`src/strap_pkg.sv`:
```
// Constants shared by the strap loader: register map, field positions,
// reset values and settle counts.
// Assumes a single 100 MHz clock domain and word addressed Avalon-MM access.
package strap_pkg;

    // ------------------------------------------------------------------
    // Clock and settle timing
    // ------------------------------------------------------------------
    localparam int        CLOCK_MHZ      = 100;
    localparam logic [1:0] SETTLE_CYCLES = 2'h3;  // Covers the 2-flop pin sync

    // ------------------------------------------------------------------
    // Register map (word addresses)
    // ------------------------------------------------------------------
    localparam int          ADDR_W        = 2;
    localparam logic [1:0]  STATUS_ADDR   = 2'h0;
    localparam logic [1:0]  OVERRIDE_ADDR = 2'h1;

    // Status word field positions
    localparam int ST_CODE_LSB    = 0;   // 2 bits, effective fixed-port code
    localparam int ST_NONREM_LSB  = 2;   // 3 bits, ports 1..3 non-removable
    localparam int ST_LED_LOW     = 5;   // LED active low
    localparam int ST_CHARGE_LSB  = 6;   // 4 bits, charge enables
    localparam int ST_SELF_POWER  = 10;
    localparam int ST_STRAPS_EN   = 11;
    localparam int ST_VALID       = 12;
    localparam int ST_COMPOUND    = 13;
    localparam int ST_CFG_LSB     = 14;  // 2 bits, latched config select
    localparam int ST_ACTIVE      = 16;
    localparam int ST_BUS_POWERED = 17;

    // Override word field positions
    localparam int OV_CODE_LSB    = 0;   // 2 bits
    localparam int OV_CHARGE_LSB  = 2;   // 4 bits

    // ------------------------------------------------------------------
    // Widths and reset values
    // ------------------------------------------------------------------
    localparam int          PORTS          = 4;
    localparam int          FIXED_PORTS    = 3;
    localparam logic [1:0]  CODE_RST       = 2'h0;
    localparam logic [3:0]  CHARGE_RST     = 4'h0;
    localparam logic [1:0]  CFG_RST        = 2'h0;
    localparam logic [31:0] WORD_ZERO      = 32'h0000_0000;

    // Config select encodings
    localparam logic [1:0]  CFG_DEFAULT     = 2'h0;
    localparam logic [1:0]  CFG_SMBUS       = 2'h1;
    localparam logic [1:0]  CFG_BUS_POWERED = 2'h2;
    localparam logic [1:0]  CFG_EEPROM      = 2'h3;

    // Loader sequencing
    typedef enum logic [1:0] {
        ST_SETTLE = 2'b00,
        ST_RUN    = 2'b01
    } loader_state_type;

endpackage

```
`src/sync_bits.sv`:
```
// Two flip-flop synchroniser for a vector of independent levels.
// Assumes each bit is a slow level; no bus coherence across bits.
`timescale 1ns/1ps
`default_nettype none

module sync_bits #(
    parameter int WIDTH = 1
) (
    // Clock and reset
    input  wire logic             clock,
    input  wire logic             rst_n,
    // Data
    input  wire logic [WIDTH-1:0] din,
    output var  logic [WIDTH-1:0] dout
);

    logic [WIDTH-1:0] meta_ff;

    // ------------------------------------------------------------------
    // First stage read only by the second
    // ------------------------------------------------------------------
    always_ff @(posedge clock or negedge rst_n) begin
        if (!rst_n) begin
            meta_ff <= '0;
            dout    <= '0;
        end else begin
            meta_ff <= din;
            dout    <= meta_ff;
        end
    end

endmodule // sync_bits

`default_nettype wire

```
`src/strap_sample_status_pins.sv`:
```
// Strap sampler and status pins of the hub: latches straps after reset,
// decodes fixed ports and LED polarity, drives the activity LED pin.
// Assumes hub state inputs are on this clock; pins are asynchronous.
//
// Summary of operation
// RULE1: Activity LED negated when hub unconfigured, or configured and suspended.
// RULE2: Activity LED asserted only when hub configured and not suspended.
// RULE3: Self-power detect low means no local supply; power from upstream.
// RULE4: Self-power detect high means a local self-power supply is present.
// RULE5: With straps enabled, sample both fixed-port straps at reset release.
// RULE6: Code 00: all ports removable, LED active high.
// RULE7: Code 01: port 1 fixed, LED active low.
// RULE8: Code 10: ports 1 and 2 fixed, LED active high.
// RULE9: Code 11: ports 1 to 3 fixed where present, LED active low.
// RULE10: Board must pull each strap pin firmly high or low.
// RULE11: Bidirectional strap high reads as 1, low as 0.
// RULE12: Charge-enable straps latch 1 when high, 0 when low.
// RULE13: After sampling, LED-sharing strap pin drives LED in sampled polarity.
// RULE14: Any fixed port makes the hub report itself as compound.
// RULE15: Straps ignored when configuration comes from EEPROM or SMBus.
// RULE16: Sampled straps and LED polarity hold until the next reset.
`timescale 1ns/1ps
`default_nettype none

module strap_sample_status_pins (
    // Clock and reset
    input  wire logic                          clock,
    input  wire logic                          rst_n,
    // Avalon-MM slave
    input  wire logic [strap_pkg::ADDR_W-1:0]  address,
    input  wire logic                          read,
    input  wire logic                          write,
    input  wire logic [31:0]                   writedata,
    input  wire logic [3:0]                    byteenable,
    output var  logic [31:0]                   readdata,
    output var  logic                          waitrequest,
    // Strap and sense pins
    input  wire logic                          fixed_port_strap_lo,
    input  wire logic                          fixed_port_strap_hi,
    input  wire logic [1:0]                    cfg_sel,
    input  wire logic [strap_pkg::PORTS-1:0]   charge_enable_straps,
    input  wire logic                          self_power_detect,
    // Activity LED, shares the low fixed-port strap pin
    output var  logic                          activity_indicator_out,
    output var  logic                          activity_indicator_oe,
    // Hub core state
    input  wire logic                          hub_configured,
    input  wire logic                          hub_suspended,
    // Options to the hub core
    output var  logic [strap_pkg::FIXED_PORTS-1:0] nonremovable_ports,
    output var  logic                          compound_device,
    output var  logic [strap_pkg::PORTS-1:0]   charge_enable,
    output var  logic                          self_power_available,
    output var  logic                          bus_powered_mode,
    output var  logic                          straps_enabled,
    output var  logic                          options_valid
);

    import strap_pkg::*;

    // ------------------------------------------------------------------
    // Reset synchroniser
    // ------------------------------------------------------------------
    logic rst_meta_ff;
    logic rst_sync_n_ff;

    // Release is synchronous so every flop leaves reset on one edge
    always_ff @(posedge clock or negedge rst_n) begin
        if (!rst_n) begin
            rst_meta_ff   <= 1'b0;
            rst_sync_n_ff <= 1'b0;
        end else begin
            rst_meta_ff   <= 1'b1;
            rst_sync_n_ff <= rst_meta_ff;
        end
    end

    // ------------------------------------------------------------------
    // Pin synchronisers
    // ------------------------------------------------------------------
    localparam int PIN_W = 5 + PORTS;

    logic [PIN_W-1:0] pins_raw;
    logic [PIN_W-1:0] pins_sync;
    wire              strap_lo_s;
    wire              strap_hi_s;
    wire [1:0]        cfg_sel_s;
    wire [PORTS-1:0]  charge_s;
    wire              self_power_s;

    // Pins are asynchronous to the clock, so all pass two flops
    assign pins_raw = {self_power_detect, charge_enable_straps, cfg_sel,
                       fixed_port_strap_hi, fixed_port_strap_lo};

    sync_bits #(
        .WIDTH (PIN_W)
    ) u_pin_sync (
        .clock (clock),
        .rst_n (rst_sync_n_ff),
        .din   (pins_raw),
        .dout  (pins_sync)
    );

    assign strap_lo_s   = pins_sync[0];
    assign strap_hi_s   = pins_sync[1];
    assign cfg_sel_s    = pins_sync[3:2];
    assign charge_s     = pins_sync[4 +: PORTS];
    assign self_power_s = pins_sync[PIN_W-1];

    // ------------------------------------------------------------------
    // Loader sequencing
    // ------------------------------------------------------------------
    loader_state_type state_ff;
    loader_state_type nxt_state;
    logic [1:0]       settle_cnt_ff;
    logic [1:0]       nxt_settle_cnt;
    wire              settle_done;
    wire              sample_now;

    // Wait out the synchroniser so the pin level is real, not reset zero
    assign settle_done    = (settle_cnt_ff == SETTLE_CYCLES);
    assign sample_now     = (state_ff == ST_SETTLE) && settle_done; // [RULE5]
    assign nxt_settle_cnt = settle_done ? settle_cnt_ff
                                        : 2'(settle_cnt_ff + 2'h1);

    // Sampling happens once; only a new reset returns to settle
    always_comb begin
        nxt_state = state_ff;
        case (state_ff)
            ST_SETTLE: begin
                if (settle_done) begin
                    nxt_state = ST_RUN;
                end
            end
            ST_RUN: begin
                nxt_state = ST_RUN;    // [RULE16]
            end
            default: begin
                nxt_state = ST_SETTLE;
            end
        endcase
    end

    always_ff @(posedge clock or negedge rst_sync_n_ff) begin
        if (!rst_sync_n_ff) begin
            state_ff      <= ST_SETTLE;
            settle_cnt_ff <= 2'h0;
        end else begin
            state_ff      <= nxt_state;
            settle_cnt_ff <= nxt_settle_cnt;
        end
    end

    // ------------------------------------------------------------------
    // Strap capture
    // ------------------------------------------------------------------
    logic [1:0]       cfg_ff;
    logic [1:0]       code_ff;
    logic [PORTS-1:0] charge_strap_ff;
    logic             valid_ff;

    // Captured once at release; pin high is 1, low is 0
    always_ff @(posedge clock or negedge rst_sync_n_ff) begin
        if (!rst_sync_n_ff) begin
            cfg_ff          <= CFG_RST;
            code_ff         <= CODE_RST;
            charge_strap_ff <= CHARGE_RST;
            valid_ff        <= 1'b0;
        end else if (sample_now) begin
            cfg_ff          <= cfg_sel_s;
            code_ff         <= {strap_hi_s, strap_lo_s};   // [RULE5] [RULE11]
            charge_strap_ff <= charge_s;                   // [RULE12]
            valid_ff        <= 1'b1;                       // [RULE16]
        end
    end

    // ------------------------------------------------------------------
    // Software override for serial configuration modes
    // ------------------------------------------------------------------
    logic [1:0]       ovr_code_ff;
    logic [PORTS-1:0] ovr_charge_ff;
    logic             wait_ff;
    logic [31:0]      rdata_ff;
    wire              req;
    wire              accept;
    wire              wr_override;

    assign req         = read | write;
    assign accept      = req && !wait_ff;
    assign wr_override = accept && write && (address == OVERRIDE_ADDR)
                         && byteenable[0];

    always_ff @(posedge clock or negedge rst_sync_n_ff) begin
        if (!rst_sync_n_ff) begin
            ovr_code_ff   <= CODE_RST;
            ovr_charge_ff <= CHARGE_RST;
        end else if (wr_override) begin
            ovr_code_ff   <= writedata[OV_CODE_LSB +: 2];
            ovr_charge_ff <= writedata[OV_CHARGE_LSB +: PORTS];
        end
    end

    // ------------------------------------------------------------------
    // Option decode
    // ------------------------------------------------------------------
    wire              straps_on;
    wire [1:0]        code_eff;
    wire [PORTS-1:0]  charge_eff;
    wire [FIXED_PORTS-1:0] nonrem_dec;
    wire              led_active_low;
    wire              active_state;

    // Serial config selects have bit 0 set and disable straps
    assign straps_on  = valid_ff && !cfg_ff[0];
    assign code_eff   = straps_on ? code_ff : ovr_code_ff;          // [RULE15]
    assign charge_eff = straps_on ? charge_strap_ff : ovr_charge_ff; // [RULE15]

    // Port n fixed when the code reaches n: 00 none, 01, 10, 11 up to 3
    genvar gi;
    generate
        for (gi = 0; gi < FIXED_PORTS; gi = gi + 1) begin : g_nonrem
            assign nonrem_dec[gi] = (code_eff > 2'(gi)); // [RULE6] [RULE7] [RULE8] [RULE9]
        end
    endgenerate

    // Odd codes give an active low LED, even codes active high
    assign led_active_low = code_eff[0];   // [RULE6] [RULE7] [RULE8] [RULE9] [RULE13]
    assign active_state   = hub_configured && !hub_suspended; // [RULE1] [RULE2]

    // ------------------------------------------------------------------
    // Registered outputs to the hub core and LED pin
    // ------------------------------------------------------------------
    // Pin stays an input until sampled so the strap is not overdriven
    always_ff @(posedge clock or negedge rst_sync_n_ff) begin
        if (!rst_sync_n_ff) begin
            nonremovable_ports     <= '0;
            compound_device        <= 1'b0;
            charge_enable          <= '0;
            self_power_available   <= 1'b0;
            bus_powered_mode       <= 1'b0;
            straps_enabled         <= 1'b0;
            options_valid          <= 1'b0;
            activity_indicator_out <= 1'b0;
            activity_indicator_oe  <= 1'b0;
        end else begin
            nonremovable_ports     <= valid_ff ? nonrem_dec : '0;
            compound_device        <= valid_ff && (code_eff != 2'h0); // [RULE14]
            charge_enable          <= valid_ff ? charge_eff : '0;
            self_power_available   <= self_power_s;   // [RULE3] [RULE4]
            bus_powered_mode       <= valid_ff && (cfg_ff == CFG_BUS_POWERED);
            straps_enabled         <= straps_on;
            options_valid          <= valid_ff;
            activity_indicator_out <= active_state ^ led_active_low; // [RULE13]
            activity_indicator_oe  <= valid_ff;                      // [RULE13]
        end
    end

    // ------------------------------------------------------------------
    // Avalon-MM read path
    // ------------------------------------------------------------------
    logic [31:0] status_word;
    logic [31:0] override_word;
    logic [31:0] read_mux;

    // Status shows latched options and live pin and hub state
    always_comb begin
        status_word = WORD_ZERO;
        status_word[ST_CODE_LSB +: 2]           = code_eff;
        status_word[ST_NONREM_LSB +: FIXED_PORTS] = nonrem_dec;
        status_word[ST_LED_LOW]                 = led_active_low;
        status_word[ST_CHARGE_LSB +: PORTS]     = charge_eff;
        status_word[ST_SELF_POWER]              = self_power_s;
        status_word[ST_STRAPS_EN]               = straps_on;
        status_word[ST_VALID]                   = valid_ff;
        status_word[ST_COMPOUND]                = (code_eff != 2'h0);
        status_word[ST_CFG_LSB +: 2]            = cfg_ff;
        status_word[ST_ACTIVE]                  = active_state;
        status_word[ST_BUS_POWERED]             = (cfg_ff == CFG_BUS_POWERED);
    end

    always_comb begin
        override_word = WORD_ZERO;
        override_word[OV_CODE_LSB +: 2]       = ovr_code_ff;
        override_word[OV_CHARGE_LSB +: PORTS] = ovr_charge_ff;
    end

    // Unmapped words read as zero
    assign read_mux = (address == STATUS_ADDR)   ? status_word   :
                      (address == OVERRIDE_ADDR) ? override_word :
                                                   WORD_ZERO;

    // ------------------------------------------------------------------
    // Avalon-MM handshake: one wait cycle, then a one-cycle answer
    // ------------------------------------------------------------------
    // Wait drops for a single cycle; data is captured the cycle before
    always_ff @(posedge clock or negedge rst_sync_n_ff) begin
        if (!rst_sync_n_ff) begin
            wait_ff  <= 1'b1;
            rdata_ff <= WORD_ZERO;
        end else begin
            wait_ff  <= !(req && wait_ff);
            if (req && wait_ff && read) begin
                rdata_ff <= read_mux;
            end
        end
    end

    assign waitrequest = wait_ff;
    assign readdata    = rdata_ff;

endmodule // strap_sample_status_pins

`default_nettype wire

```
`config.mk`:
```
export PLATFORM = sky130hd
export DESIGN_NAME = strap_sample_status_pins
export DESIGN_NICKNAME = d
export VERILOG_FILES = /design/src/strap_pkg.sv /design/src/sync_bits.sv /design/src/strap_sample_status_pins.sv
export SDC_FILE = /design/constraint.sdc
export NUM_CORES = 1
export LEC_CHECK = 0
export BUFFER_PORTS_ARGS = -buffer_cell sky130_fd_sc_hd__buf_2
export CAP_MARGIN = 20
export CORE_MARGIN = 3
export CORE_UTILIZATION = 43
export DETAILED_ROUTE_END_ITERATION = 10
export MAX_ROUTING_LAYER = met4
export PLACE_DENSITY = 0.79
export SLEW_MARGIN = 20
export SYNTH_ARGS = -nofsm -noshare
export SYNTH_HDL_FRONTEND = slang
export SYNTH_HIERARCHICAL = 1
export SYNTH_SLANG_ARGS = --single-unit
```
`constraint.sdc`:
```
create_clock -name clock -period 1.95 [get_ports clock]
set_input_delay 0.195 -clock clock [delete_from_list [all_inputs] [get_ports clock]]
set_output_delay 0.195 -clock clock [all_outputs]
set_load 0.02 [all_outputs]
```
After elaboration in Yosys (flattened, before gate mapping)
Index checks and enable logic that the tools add are counted.
{"block": "totals", "reg_bits": 85, "inputBits": 53, "output_inout_bits": 47, "word_cells": 59}
{"block": "op_classes", "add_sub_neg": 1, "order_cmp": 3, "eq_ne": 5, "muxes": 8, "bitwise": 2, "n_reduce_logical": 18}
{"op": "$mux W18", "count": 1}
{"op": "$logic_and A1 B1 Y1", "count": 11}
{"op": "$mux W4", "count": 2}
{"op": "$mux W6", "count": 1}
{"op": "$eq A2 B1 Y1 const B", "count": 2}
{"op": "$eq A2 B2 Y1 const B", "count": 2}
{"op": "$gt A2 B1 Y1 const B", "count": 2}
{"op": "$logic_not A1 Y1", "count": 4}
{"op": "$logic_not A2 Y1", "count": 2}
{"op": "$mux W2", "count": 2}
{"op": "$pmux W2 S2", "count": 1}
{"op": "$mux W3", "count": 1}
{"op": "$add A2 B1 Y2 const B", "count": 1}
{"op": "$gt A2 B2 Y1 const B", "count": 1}
{"op": "$ne A2 B2 Y1 const B", "count": 1}
{"op": "$reduce_bool A2 Y1", "count": 1}
{"op": "$or A1 B1 Y1", "count": 1}
{"op": "$xor A1 B1 Y1", "count": 1}

Logic depth before layout (Yosys ltp)
Gate-level depths: netlist of the first run.
{"block": "logic_depth", "ltp_word": 5, "ltp_mapped": 6, "depth_no_buf": 4}

By module
Netlist of the first run, hierarchy kept.
{"module": "strap_sample_status_pins", "n_inst": 1, "cells_per_inst": 167, "area_each_um2": 2144.6, "seq_area_each_um2": 1277.5}
{"module": "sync_bits", "n_inst": 1, "cells_per_inst": 18, "area_each_um2": 450.4, "seq_area_each_um2": 450.4}

Least setup slack after synthesis of the first run
Ideal clock, no wire load.
{"block": "synth_path", "path_kind": "flip-flop to flip-flop", "from": "register settle_cnt_ff[0]", "to": "register cfg_ff[0]", "setup_time_ns": 0.125, "arrival_ns": 1.333, "required_ns": 1.825, "slack_ns": 0.492, "stages_incl_launch_ff": 5, "n_path_buf": 1, "synth_period_minus_slack_ns": 1.458, "path_cell_list": "dfrtp_1 > ha_1 > nor2b_1 > clkbuf_1 > mux2_2"}
{"block": "synth_via", "elab_chain_len": 2}
{"item": "start: declaration", "line": "strap_sample_status_pins.sv:115", "rtl": "logic [1:0] settle_cnt_ff;"}
{"item": "start signal: assignment", "line": "strap_sample_status_pins.sv:150", "rtl": "settle_cnt_ff <= nxt_settle_cnt;"}
{"item": "$eq A2 B2 Y1", "line": "strap_sample_status_pins.sv:121", "rtl": "assign settle_done = (settle_cnt_ff == SETTLE_CYCLES);"}
{"item": "$logic_and A1 B1 Y1", "line": "strap_sample_status_pins.sv:122", "rtl": "assign sample_now = (state_ff == ST_SETTLE) && settle_done;"}
{"item": "end signal: assignment", "line": "strap_sample_status_pins.sv:170", "rtl": "cfg_ff <= cfg_sel_s;"}
{"item": "end: declaration", "line": "strap_sample_status_pins.sv:157", "rtl": "logic [1:0] cfg_ff;"}
Every way passes these cells.
A chain may end at the register's enable or synchronous reset.

Worst setup path in the final report of the first run
{"block": "layout_path", "from": "register wait_ff (netlist: waitrequest)", "to": "register rdata_ff[17] (netlist: readdata[17])"}
{"block": "layout_via", "elab_chain_len": 2}
{"item": "start: declaration", "line": "strap_sample_status_pins.sv:182", "rtl": "logic wait_ff;"}
{"item": "start signal: assignment", "line": "strap_sample_status_pins.sv:301", "rtl": "wait_ff <= !(req && wait_ff);"}
{"item": "$logic_and A1 B1 Y1 (2 in series)", "line": "strap_sample_status_pins.sv:302", "rtl": "if (req && wait_ff && read) begin"}
{"item": "end signal: assignment", "line": "strap_sample_status_pins.sv:303", "rtl": "rdata_ff <= read_mux;"}
{"item": "end: declaration", "line": "strap_sample_status_pins.sv:183", "rtl": "logic [31:0] rdata_ff;"}
Every way passes these cells.

==> flow_summary.toml, run 1 <==
[finish]
diodes = 0
fillers = 472
final_core_util_pct = 57.3
final_cell_area_mm2 = 0.00325
finalNetCount = 315
areaGrowthSynthToFinish_pct = 25.3
drive_gt1_share_pct = 39.5

[sta]
grt_setup_unrepaired = "no"
hold_viol_final = 0
fin_crit_sh_pct = 75.8
finClkSkew_ns = 0.0113
tightest_slew_ns = 0.579
slew_headroom_pct = 61.4
drv_slew = 0
fmax_mhz = 677
setup_viol = 0
fin_hold_ws_ns = 0.0257
fin_crit_ns = 1.48
fin_tns_setup_ns = 0

[drt]
wl_per_cell_um = 13.6
via_per_inst = 4.72
drc_errors = 0
drtIter0Drc = 64
vias = 1594
final_antenna_net_count = 0
wl_um = 4590
drtPass1Iterations = 4

[placement]
detailed_place_hpwl_um = 3350
io_buffers = 56
postPlaceCellArea_mm2 = 0.00292
gp_congestion = 0.753

[synth]
synth_cell_types = 36
ys_ff_latch = 69
ys.warnings.count = 6
avgSynthCellArea_um2 = 14.0
synthCells = 185
syn_area_mm2 = 0.00259
ys_seq_area_share_pct = 66.6

[cts]
numCtsBuffers = 9
cts_tree = "built"
clk_path_buf_depth = 2
cts_sinks = 69
htreeDepth = 3
cts_resized = 0
cts_hold_buf = 10
cts_root_buf = "clkbuf_8"
clk_pin_slew_ns = 0.08
clock_latency_ns = 0.34
postCtsSetupBuffers = 0

[run_status]
outcome = "finished clean"

[worst_setup_path]
worstPathMaxFanout = 21
cp.arrival_ns = 1.74
cp.required_ns = 2.21
crit_path_end_kind = "register"
path_class = "reg2reg"
cp-start-kind = "register"

[floorplan]
start_util_pct = 45.7
die_h_um = 83.7
die_w_um = 83.7
rows = 27
top_level_ports = 100
core-area_mm2 = 0.00568
die_area_mm2 = 0.00700

[global_route]
antenna_found_initial = 0
grt_pass1_wl_um = 7680
grt_usage_pct = 14.3
first_global_vias = 1630
grt-ovfl-total = 0
grt_max_degree = 30

[job]
drv_cap = 0

[power_and_ir_drop]
power_leakage_uw = 0.00161
ir_drop_uv = 540
p_per_area_mw_per_mm2 = 1070
fin_total_pwr_uw = 3500

[worst_hold_path]
hold_class = "in2reg"
==> logic make-up (layout without fill, tap and decap cells) <==
logic type      count (synthesis)  in the layout  share of synthesized area [%]
xor+xnor                        2              2                          0.675
mux                            26             26                           11.3
fa+ha+maj                       1              1                          0.482
other cells                     2             15                          0.289
flops                          69             69                           66.6
compound gates                 26             26                           7.04
buf+inv                        24             92                           6.70
simple gates                   35             35                           6.94
==> worst paths after layout <==
kind / startpoint / end / slack, ns / cells after the start
max: waitrequest$_DFF_PN1_ / readdata[17]$_DFFE_PN0P_ / 0.47 / 6
min: write / waitrequest$_DFF_PN1_ / 0.03 / 2
max reg2reg: waitrequest$_DFF_PN1_ / readdata[17]$_DFFE_PN0P_ / 0.47 / 6
min reg2reg: rst_sync_n_ff$_DFF_PN0_ / u_pin_sync/meta_ff[5]$_DFF_PN0_ / 0.27 / 0
max in group asynchronous: rst_sync_n_ff$_DFF_PN0_ / charge_enable[3]$_DFF_PN0_ / 1.08 / 1
min in group asynchronous: rst_n / rst_meta_ff$_DFF_PN0_ / 0.17 / 2
==> state kept, by name, summed over array words and instances, names as in the netlist, 4 cells and up <==
signal,flops
readdata,18
u_pin_sync/dout,9
u_pin_sync/meta_ff,9
charge_enable,4
charge_strap_ff,4
ovr_charge_ff,4
==> critical path, cell delays in order, from the launching register on <==
cell and delay (ns):
dfstp_2 0.56, nand2_1 0.07, buf_4 0.21, nor3_1 0.18
buf_4 0.17, nand2_1 0.06, o21ai_0 0.13
==> per-stage QoR <==
stage,std cells,setup WS [ns]
floorplan,198,0.492
global placement,312,0.380
detailed placement,312,0.374
CTS,338,0.457
global route,338,0.328
finish,338,0.472
==> synth_stat cells <==
master	count	area [µm²]
o31a_1	1	8.76
mux2i_4	1	22.5
buf_4	16	120
o31ai_1	2	15.0
nor3_1	2	10.0
or3_1	1	6.26
nor2b_1	2	12.5
clkbuf_1	3	11.3
ha_1	1	12.5
nor4_1	1	6.26
o21a_1	2	15.0
nand3_1	1	5.00
nor2b_4	1	13.8
a21oi_1	4	20.0
and2_1	1	6.26
dfstp_2	1	26.3
and3_1	1	6.26
nand2_1	14	52.6
or2_2	2	12.5
and2_2	1	7.51
conb_1	2	7.51
mux2_2	16	180
buf_12	1	20.0
mux2i_1	9	90.1
inv_1	3	11.3
o31ai_2	1	12.5
buf_6	1	11.3
or3_4	1	11.3
a2bb2oi_1	2	17.5
a22o_2	1	10.0
dfrtp_1	68	1700
xnor2_1	2	17.5
o21ai_0	8	40.0
a22o_1	5	43.8
nor2_1	6	22.5
and2b_1	1	7.51
==> power breakdown <==
group	internal, µW	switching [µW]	total, µW
clock	792	514	1310
sequential	1580	108	1690
combinational	211	293	504
total	2580	914	3500
==> cells in the final DEF, fill, tap and decap left out, types with 2 or more instances in the layout <==
cell type and n:
nor2_1 6, clkinv_4 2, dlygate4sd3_1 10, mux2_2 16
or2_2 2, clkbuf_8 11, o31ai_1 2, buf_4 6
xnor2_1 2, mux2i_1 9, bufinv_16 2, nand2_1 14
nor2b_1 2, nor3_1 2, a22o_1 5, a2bb2oi_1 2
conb_1 15, dfrtp_1 67, o21a_1 2, buf_2 56
a21oi_1 4, o21ai_0 8, inv_1 3
==> layout make-up <==
type	count	area (µm²)	area share [%]
flip-flops and latches	69	1730	53.2
multi-input cells	105	742	22.8
repair buffers	73	445	13.7
clock buffers	11	151	4.66
well taps	72	90.1	2.77
clock inverters	5	82.6	2.54
inverters	3	11.3	0.346
==> metal layers <==
| layer | wire length, µm | GRT usage [%] | vias to the layer above | part of all wire, % |
|---|---|---|---|---|
| met5 | 0 | - | - | 0 |
| met4 | 70 | 5.41 | 0 | 1.5 |
| met3 | 374 | 5.43 | 9 | 8.1 |
| met2 | 2260 | 22.8 | 61 | 49 |
| met1 | 1880 | 16.5 | 771 | 41 |
| li1 | - | - | 753 | - |
No activity file was read; power rests on OpenSTA's default activity.
==> run 2: changes to the inputs <==
--- a/config.mk
+++ b/config.mk
@@ -8,10 +8,10 @@
 export BUFFER_PORTS_ARGS = -buffer_cell sky130_fd_sc_hd__buf_2
 export CAP_MARGIN = 20
 export CORE_MARGIN = 3
-export CORE_UTILIZATION = 43
+export CORE_UTILIZATION = 48
 export DETAILED_ROUTE_END_ITERATION = 10
 export MAX_ROUTING_LAYER = met4
-export PLACE_DENSITY = 0.79
+export PLACE_DENSITY = 0.83
 export SLEW_MARGIN = 20
 export SYNTH_ARGS = -nofsm -noshare
 export SYNTH_HDL_FRONTEND = slang
==> constraint.sdc (replaced) <==
create_clock -name clock -period 1.4 [get_ports clock]
set_input_delay 0.14 -clock clock [delete_from_list [all_inputs] [get_ports clock]]
set_output_delay 0.14 -clock clock [all_outputs]
set_load 0.02 [all_outputs]
==> run 2 against run 1 <==
Sequential power grew 39%. Sequential cell count is the same. Wire length increased by 5.1%. Final area rose by 3.4%. Hold slack gained 0.015 ns. Largest power group unchanged. Setup slack got worse by 0.44 ns. Clock power rose by 9.9%. Global-route usage increased by 3.1 points.
==> flow_summary.toml, run 2 (same netlist as run 1, synthesis figures left out) <==
[run_status]
outcome = "finished clean"

[sta]
fin_hold_ws_ns = 0.0409
setup_viol = 0
hold_viol_final = 0
fmax_mhz = 732
drv_slew = 0
fin_crit_sh_pct = 97.6
fin_crit_ns = 1.37
fin_tns_setup_ns = 0
finClkSkew_ns = 0.0105
grt_setup_unrepaired = "yes"

[cts]
htreeDepth = 3
cts_sinks = 69
numCtsBuffers = 9
clk_pin_slew_ns = 0.07
cts_tree = "built"
cts_root_buf = "clkbuf_8"
clk_path_buf_depth = 2
clock_latency_ns = 0.34

[global_route]
grt_max_degree = 27
grt_usage_pct = 17.4
antenna_found_initial = 0
grt-ovfl-total = 0
grt_pass1_wl_um = 7880
first_global_vias = 1672

[worst_setup_path]
startpoint = "waitrequest$_DFF_PN1_"
crit_path_end_kind = "register"
path_cells = "buf_4, o21ai_0, dlygate4sd3_1"
path_class = "reg2reg"
cp-start-kind = "register"
worst-path-buf-inv = 2
cp_top_family = "buffers and inverters"
reg2reg_from = "waitrequest$_DFF_PN1_"
worstPathMaxFanout = 4
cp.required_ns = 1.66
r2r_slack_ns = 0.03
slowest_delay_ns = 0.57
cp.arrival_ns = 1.63
cp_slowest_cell = "dlygate4sd3_1"

[drt]
vias = 1674
drtPass1Iterations = 4
drc_errors = 0
wl_um = 4830
final_antenna_net_count = 0
via_per_inst = 4.82
drtIter0Drc = 92
wl_per_cell_um = 13.9

[placement]
gp_congestion = 0.784
detailed_place_hpwl_um = 3390
io_buffers = 56
dp.cells = 319

[worst_hold_path]
holdCritStartpoint = "writedata[0]"
hold_class = "in2reg"

[finish]
areaGrowthSynthToFinish_pct = 29.6
finalNetCount = 328
stdcell_count = 347
largest_register_ffs = 18
diodes = 0
fillers = 375
drive_gt1_share_pct = 43.3
layout_common_cells = "dfrtp_1, buf_2, mux2_2, conb_1, buf_4"
final_common_cell = "dfrtp_1"

[job]
drv_cap = 0

[floorplan]
die_area_mm2 = 0.00632
start_util_pct = 50.2
rows = 26
core-area_mm2 = 0.00517
top_level_ports = 100
die_h_um = 79.5
die_w_um = 79.5

[power_and_ir_drop]
power_leakage_uw = 0.00166
p_per_area_mw_per_mm2 = 1360
ir_drop_uv = 639
fin_total_pwr_uw = 4560
[run 2: changes by cell type in the layout (fill, tap and decap cells not counted), sizes merged]
| cell | previous run | this run |
|---|---|---|
| bufinv | 2 | 0 |
| clkbuf | 11 | 13 |
| dlygate4sd3 | 10 | 12 |
| clkinvlp | 0 | 1 |
| clkinv | 3 | 0 |
| buf | 63 | 74 |
[run 2: cell type report]
type                    count  area [µm²]  share of cell area [%]
well taps                  70        87.6                    2.61
clock buffers              13         169                    5.02
flip-flops and latches     69        1730                    51.4
clock inverters             1        7.51                   0.223
repair buffers             86         577                    17.2
multi-input cells         105         781                    23.2
inverters                   3        11.3                   0.335
[run 2: metal layers]
layer	up-vias	part of all wire, %	track usage [%]
met1	814	40	19.0
met4	0	2.1	7.73
met3	9	6.6	6.55
met5	-	0	-
li1	779	-	-
met2	72	52	28.3
[run 2: repair_timing]
| action | in CTS | in global routing |
|---|---|---|
| resized for setup | 2 | 7 |
| hold endpoints to repair | 12 | 0 |
| buffers inserted | 1 | 1 |
| cloned | 0 | 0 |
| hold buffers | 12 | 0 |
| endpoints found under the setup margin | 4 | 18 |
[run 2: power breakdown]
group	switching, µW	internal, µW	leakage, µW
Sequential	149	2200	0.000825
Combinational	437	337	0.000743
Clock	672	769	0.0000876
[run 2: worst paths after layout]
check                      cells past startpoint                        endpoint
setup / recovery                               3           waitrequest$_DFF_PN1_
hold / removal                                 2      ovr_code_ff[0]$_DFFE_PN0P_
setup reg to reg                               3           waitrequest$_DFF_PN1_
hold reg to reg                                0          code_ff[1]$_DFFE_PN0P_
max in group asynchronous                      1  self_power_available$_DFF_PN0_
min in group asynchronous                      2         rst_sync_n_ff$_DFF_PN0_
[run 2: stage by stage]
step	worst slack (ns)	area [µm²]	utilization, %
after global routing	-0.00559	3360	65.0
after detailed placement	-0.0449	3000	58.0
final	0.0337	3360	65.0
after CTS	0.00800	3320	64.2
after global placement	0.0467	3000	58.0
after floorplan	0.00303	2650	-
==> run 3: changes to the inputs <==
==> constraint.sdc (replaced) <==
create_clock -name clock -period 1.4 [get_ports clock]
set_input_delay 0.28 -clock clock [delete_from_list [all_inputs] [get_ports clock]]
set_output_delay 0.28 -clock clock [all_outputs]
set_load 0.02 [all_outputs]
==> run 3 against run 2 <==
Setup slack got worse by 0.0058 ns. Non-clock buffer count fell by 10. Clock skew fell by 0.00080 ns. Clock power fell by 4%. Sequential share of layout area rose by 1.9 points. Hold slack improved by 0.010 ns. Sequential power barely moved. Final area fell by 3.5%. Critical endpoint is now readdata[4]$_DFFE_PN0P_. Largest power group unchanged. Highest routed layer unchanged.
==> flow_summary.toml, run 3 (same netlist as run 1, synthesis figures left out) <==
[global_route]
use_met1_pct = 18.1
use_met2_pct = 26.0
grt-ovfl-total = 0
grt_max_degree = 27
first_global_vias = 1601
grt_usage_pct = 16.3
top_usage_layer = "met2"
grt_pass1_wl_um = 7430
met3_usage_pct = 4.40
antenna_found_initial = 0

[drt]
wl_um = 4570
final_antenna_net_count = 0
drtIter0Drc = 77
drtPass1Iterations = 4
vias = 1610
via_per_inst = 4.76
wl_per_cell_um = 13.5
drc_errors = 0

[worst_setup_path]
startpoint = "valid_ff$_DFFE_PN0P_"
reg2reg_from = "valid_ff$_DFFE_PN0P_"
endpoint = "readdata[4]$_DFFE_PN0P_"
path_cells = "nor2b_4, mux2i_1, or3_4, o31ai_2"
rr_worst_depth = 4
cp.arrival_ns = 1.62
path_class = "reg2reg"
r2r_slack_ns = 0.03
crit_path_end_kind = "register"
reg2reg_to = "readdata[4]$_DFFE_PN0P_"
slowest_delay_ns = 0.43
cp-start-kind = "register"
cp_slowest_cell = "or3_4"
worstPathMaxFanout = 4
cp.required_ns = 1.65

[finish]
finalNetCount = 318
fillers = 381
final_cell_area_mm2 = 0.00324
areaGrowthSynthToFinish_pct = 25.0
stdcell_count = 338
layout_common_cells = "dfrtp_1, buf_2, mux2_2, conb_1"
largest_register_ffs = 18
final_common_cell = "dfrtp_1"
diodes = 0
drive_gt1_share_pct = 44.4

[sta]
fin_hold_ws_ns = 0.0511
fmax_mhz = 729
drv_slew = 0
hold_viol_final = 0
grt_setup_unrepaired = "yes"
fin_crit_sh_pct = 98.0
fin_crit_ns = 1.37
finClkSkew_ns = 0.00973
setup_viol = 0

[cts]
clk_path_buf_depth = 2
cts_sinks = 69
cts_root_buf = "clkbuf_8"
numCtsBuffers = 9
cts_tree = "built"
clock_latency_ns = 0.33
htreeDepth = 3
clk_pin_slew_ns = 0.07

[placement]
io_buffers = 56
postPlaceCellArea_mm2 = 0.00301
dp.cells = 320
detailed_place_hpwl_um = 3370
gp_congestion = 0.783

[run_status]
outcome = "finished clean"

[power_and_ir_drop]
power_leakage_uw = 0.00161
p_per_area_mw_per_mm2 = 1380
ir_drop_uv = 644

[floorplan]
core-area_mm2 = 0.00517
start_util_pct = 50.2
rows = 26
die_w_um = 79.5
die_h_um = 79.5
top_level_ports = 100
die_area_mm2 = 0.00632

[worst_hold_path]
hold_class = "in2reg"

[job]
drv_cap = 0
==> run 3: report_power, final <==
group / switching (µW) / internal [µW] / leakage, µW
sequential: 145 / 2200 / 0.000825
combinational: 423 / 322 / 0.000702
clock: 645 / 732 / 0.0000828
==> run 3: worst min path at each step <==
stage                                  from                               to  slack (ns)  cells after the start
after global placement                rst_n            rst_meta_ff$_DFF_PN0_        0.07                      1
after detailed placement              rst_n            rst_meta_ff$_DFF_PN0_        0.07                      1
final                     self_power_detect  u_pin_sync/meta_ff[8]$_DFF_PN0_        0.05                      1
after global routing      self_power_detect  u_pin_sync/meta_ff[8]$_DFF_PN0_        0.02                      1
after floorplan                       rst_n            rst_meta_ff$_DFF_PN0_       -0.02                      0
after CTS                 self_power_detect  u_pin_sync/meta_ff[8]$_DFF_PN0_        0.04                      1
==> run 3: what timing repair did <==
item | 4_1_cts | 5_1_grt
hold endpoints to repair | 2 | 0
pin swaps | 0 | 1
setup endpoints to repair | 2 | 15
hold buffers | 1 | 0
setup buffers | 0 | 2
resized for setup | 2 | 9
==> run 3: layer usage <==
layer	part of all wire [%]	wire (µm)
met1	40	1810
met5	0	0
met4	3.0	138
met2	51	2350
met3	6.0	276
==> run 3: final cells by class <==
cell class | count | area [µm²] | area share (%)
tap | 70 | 87.6 | 2.70
sequential | 69 | 1730 | 53.3
inverter | 3 | 11.3 | 0.347
timing repair buffer | 76 | 475 | 14.7
clock inverter | 1 | 7.51 | 0.231
multi-input combinational | 105 | 771 | 23.8
clock buffer | 14 | 163 | 5.01
==> run 3: critical path: cells and delay by family, from the launching register on <==
family	cells	cell delay (ns)
simple gates	2	0.64
flops	1	0.39
compound gates	1	0.17
mux	1	0.09
==> run 3: stage by stage <==
step | util, % | total power [µW] | setup TNS (ns) | worst slack, ns
final | 62.7 | 4470 | 0 | 0.0279
after global placement | 58.1 | 3070 | 0 | 0.0317
after floorplan | - | 2850 | 0 | 0.00303
after detailed placement | 58.1 | 3100 | 0 | 0.000443
after global routing | 62.7 | 4700 | -0.0853 | -0.0409
after CTS | 61.7 | 4490 | 0 | 0.00174
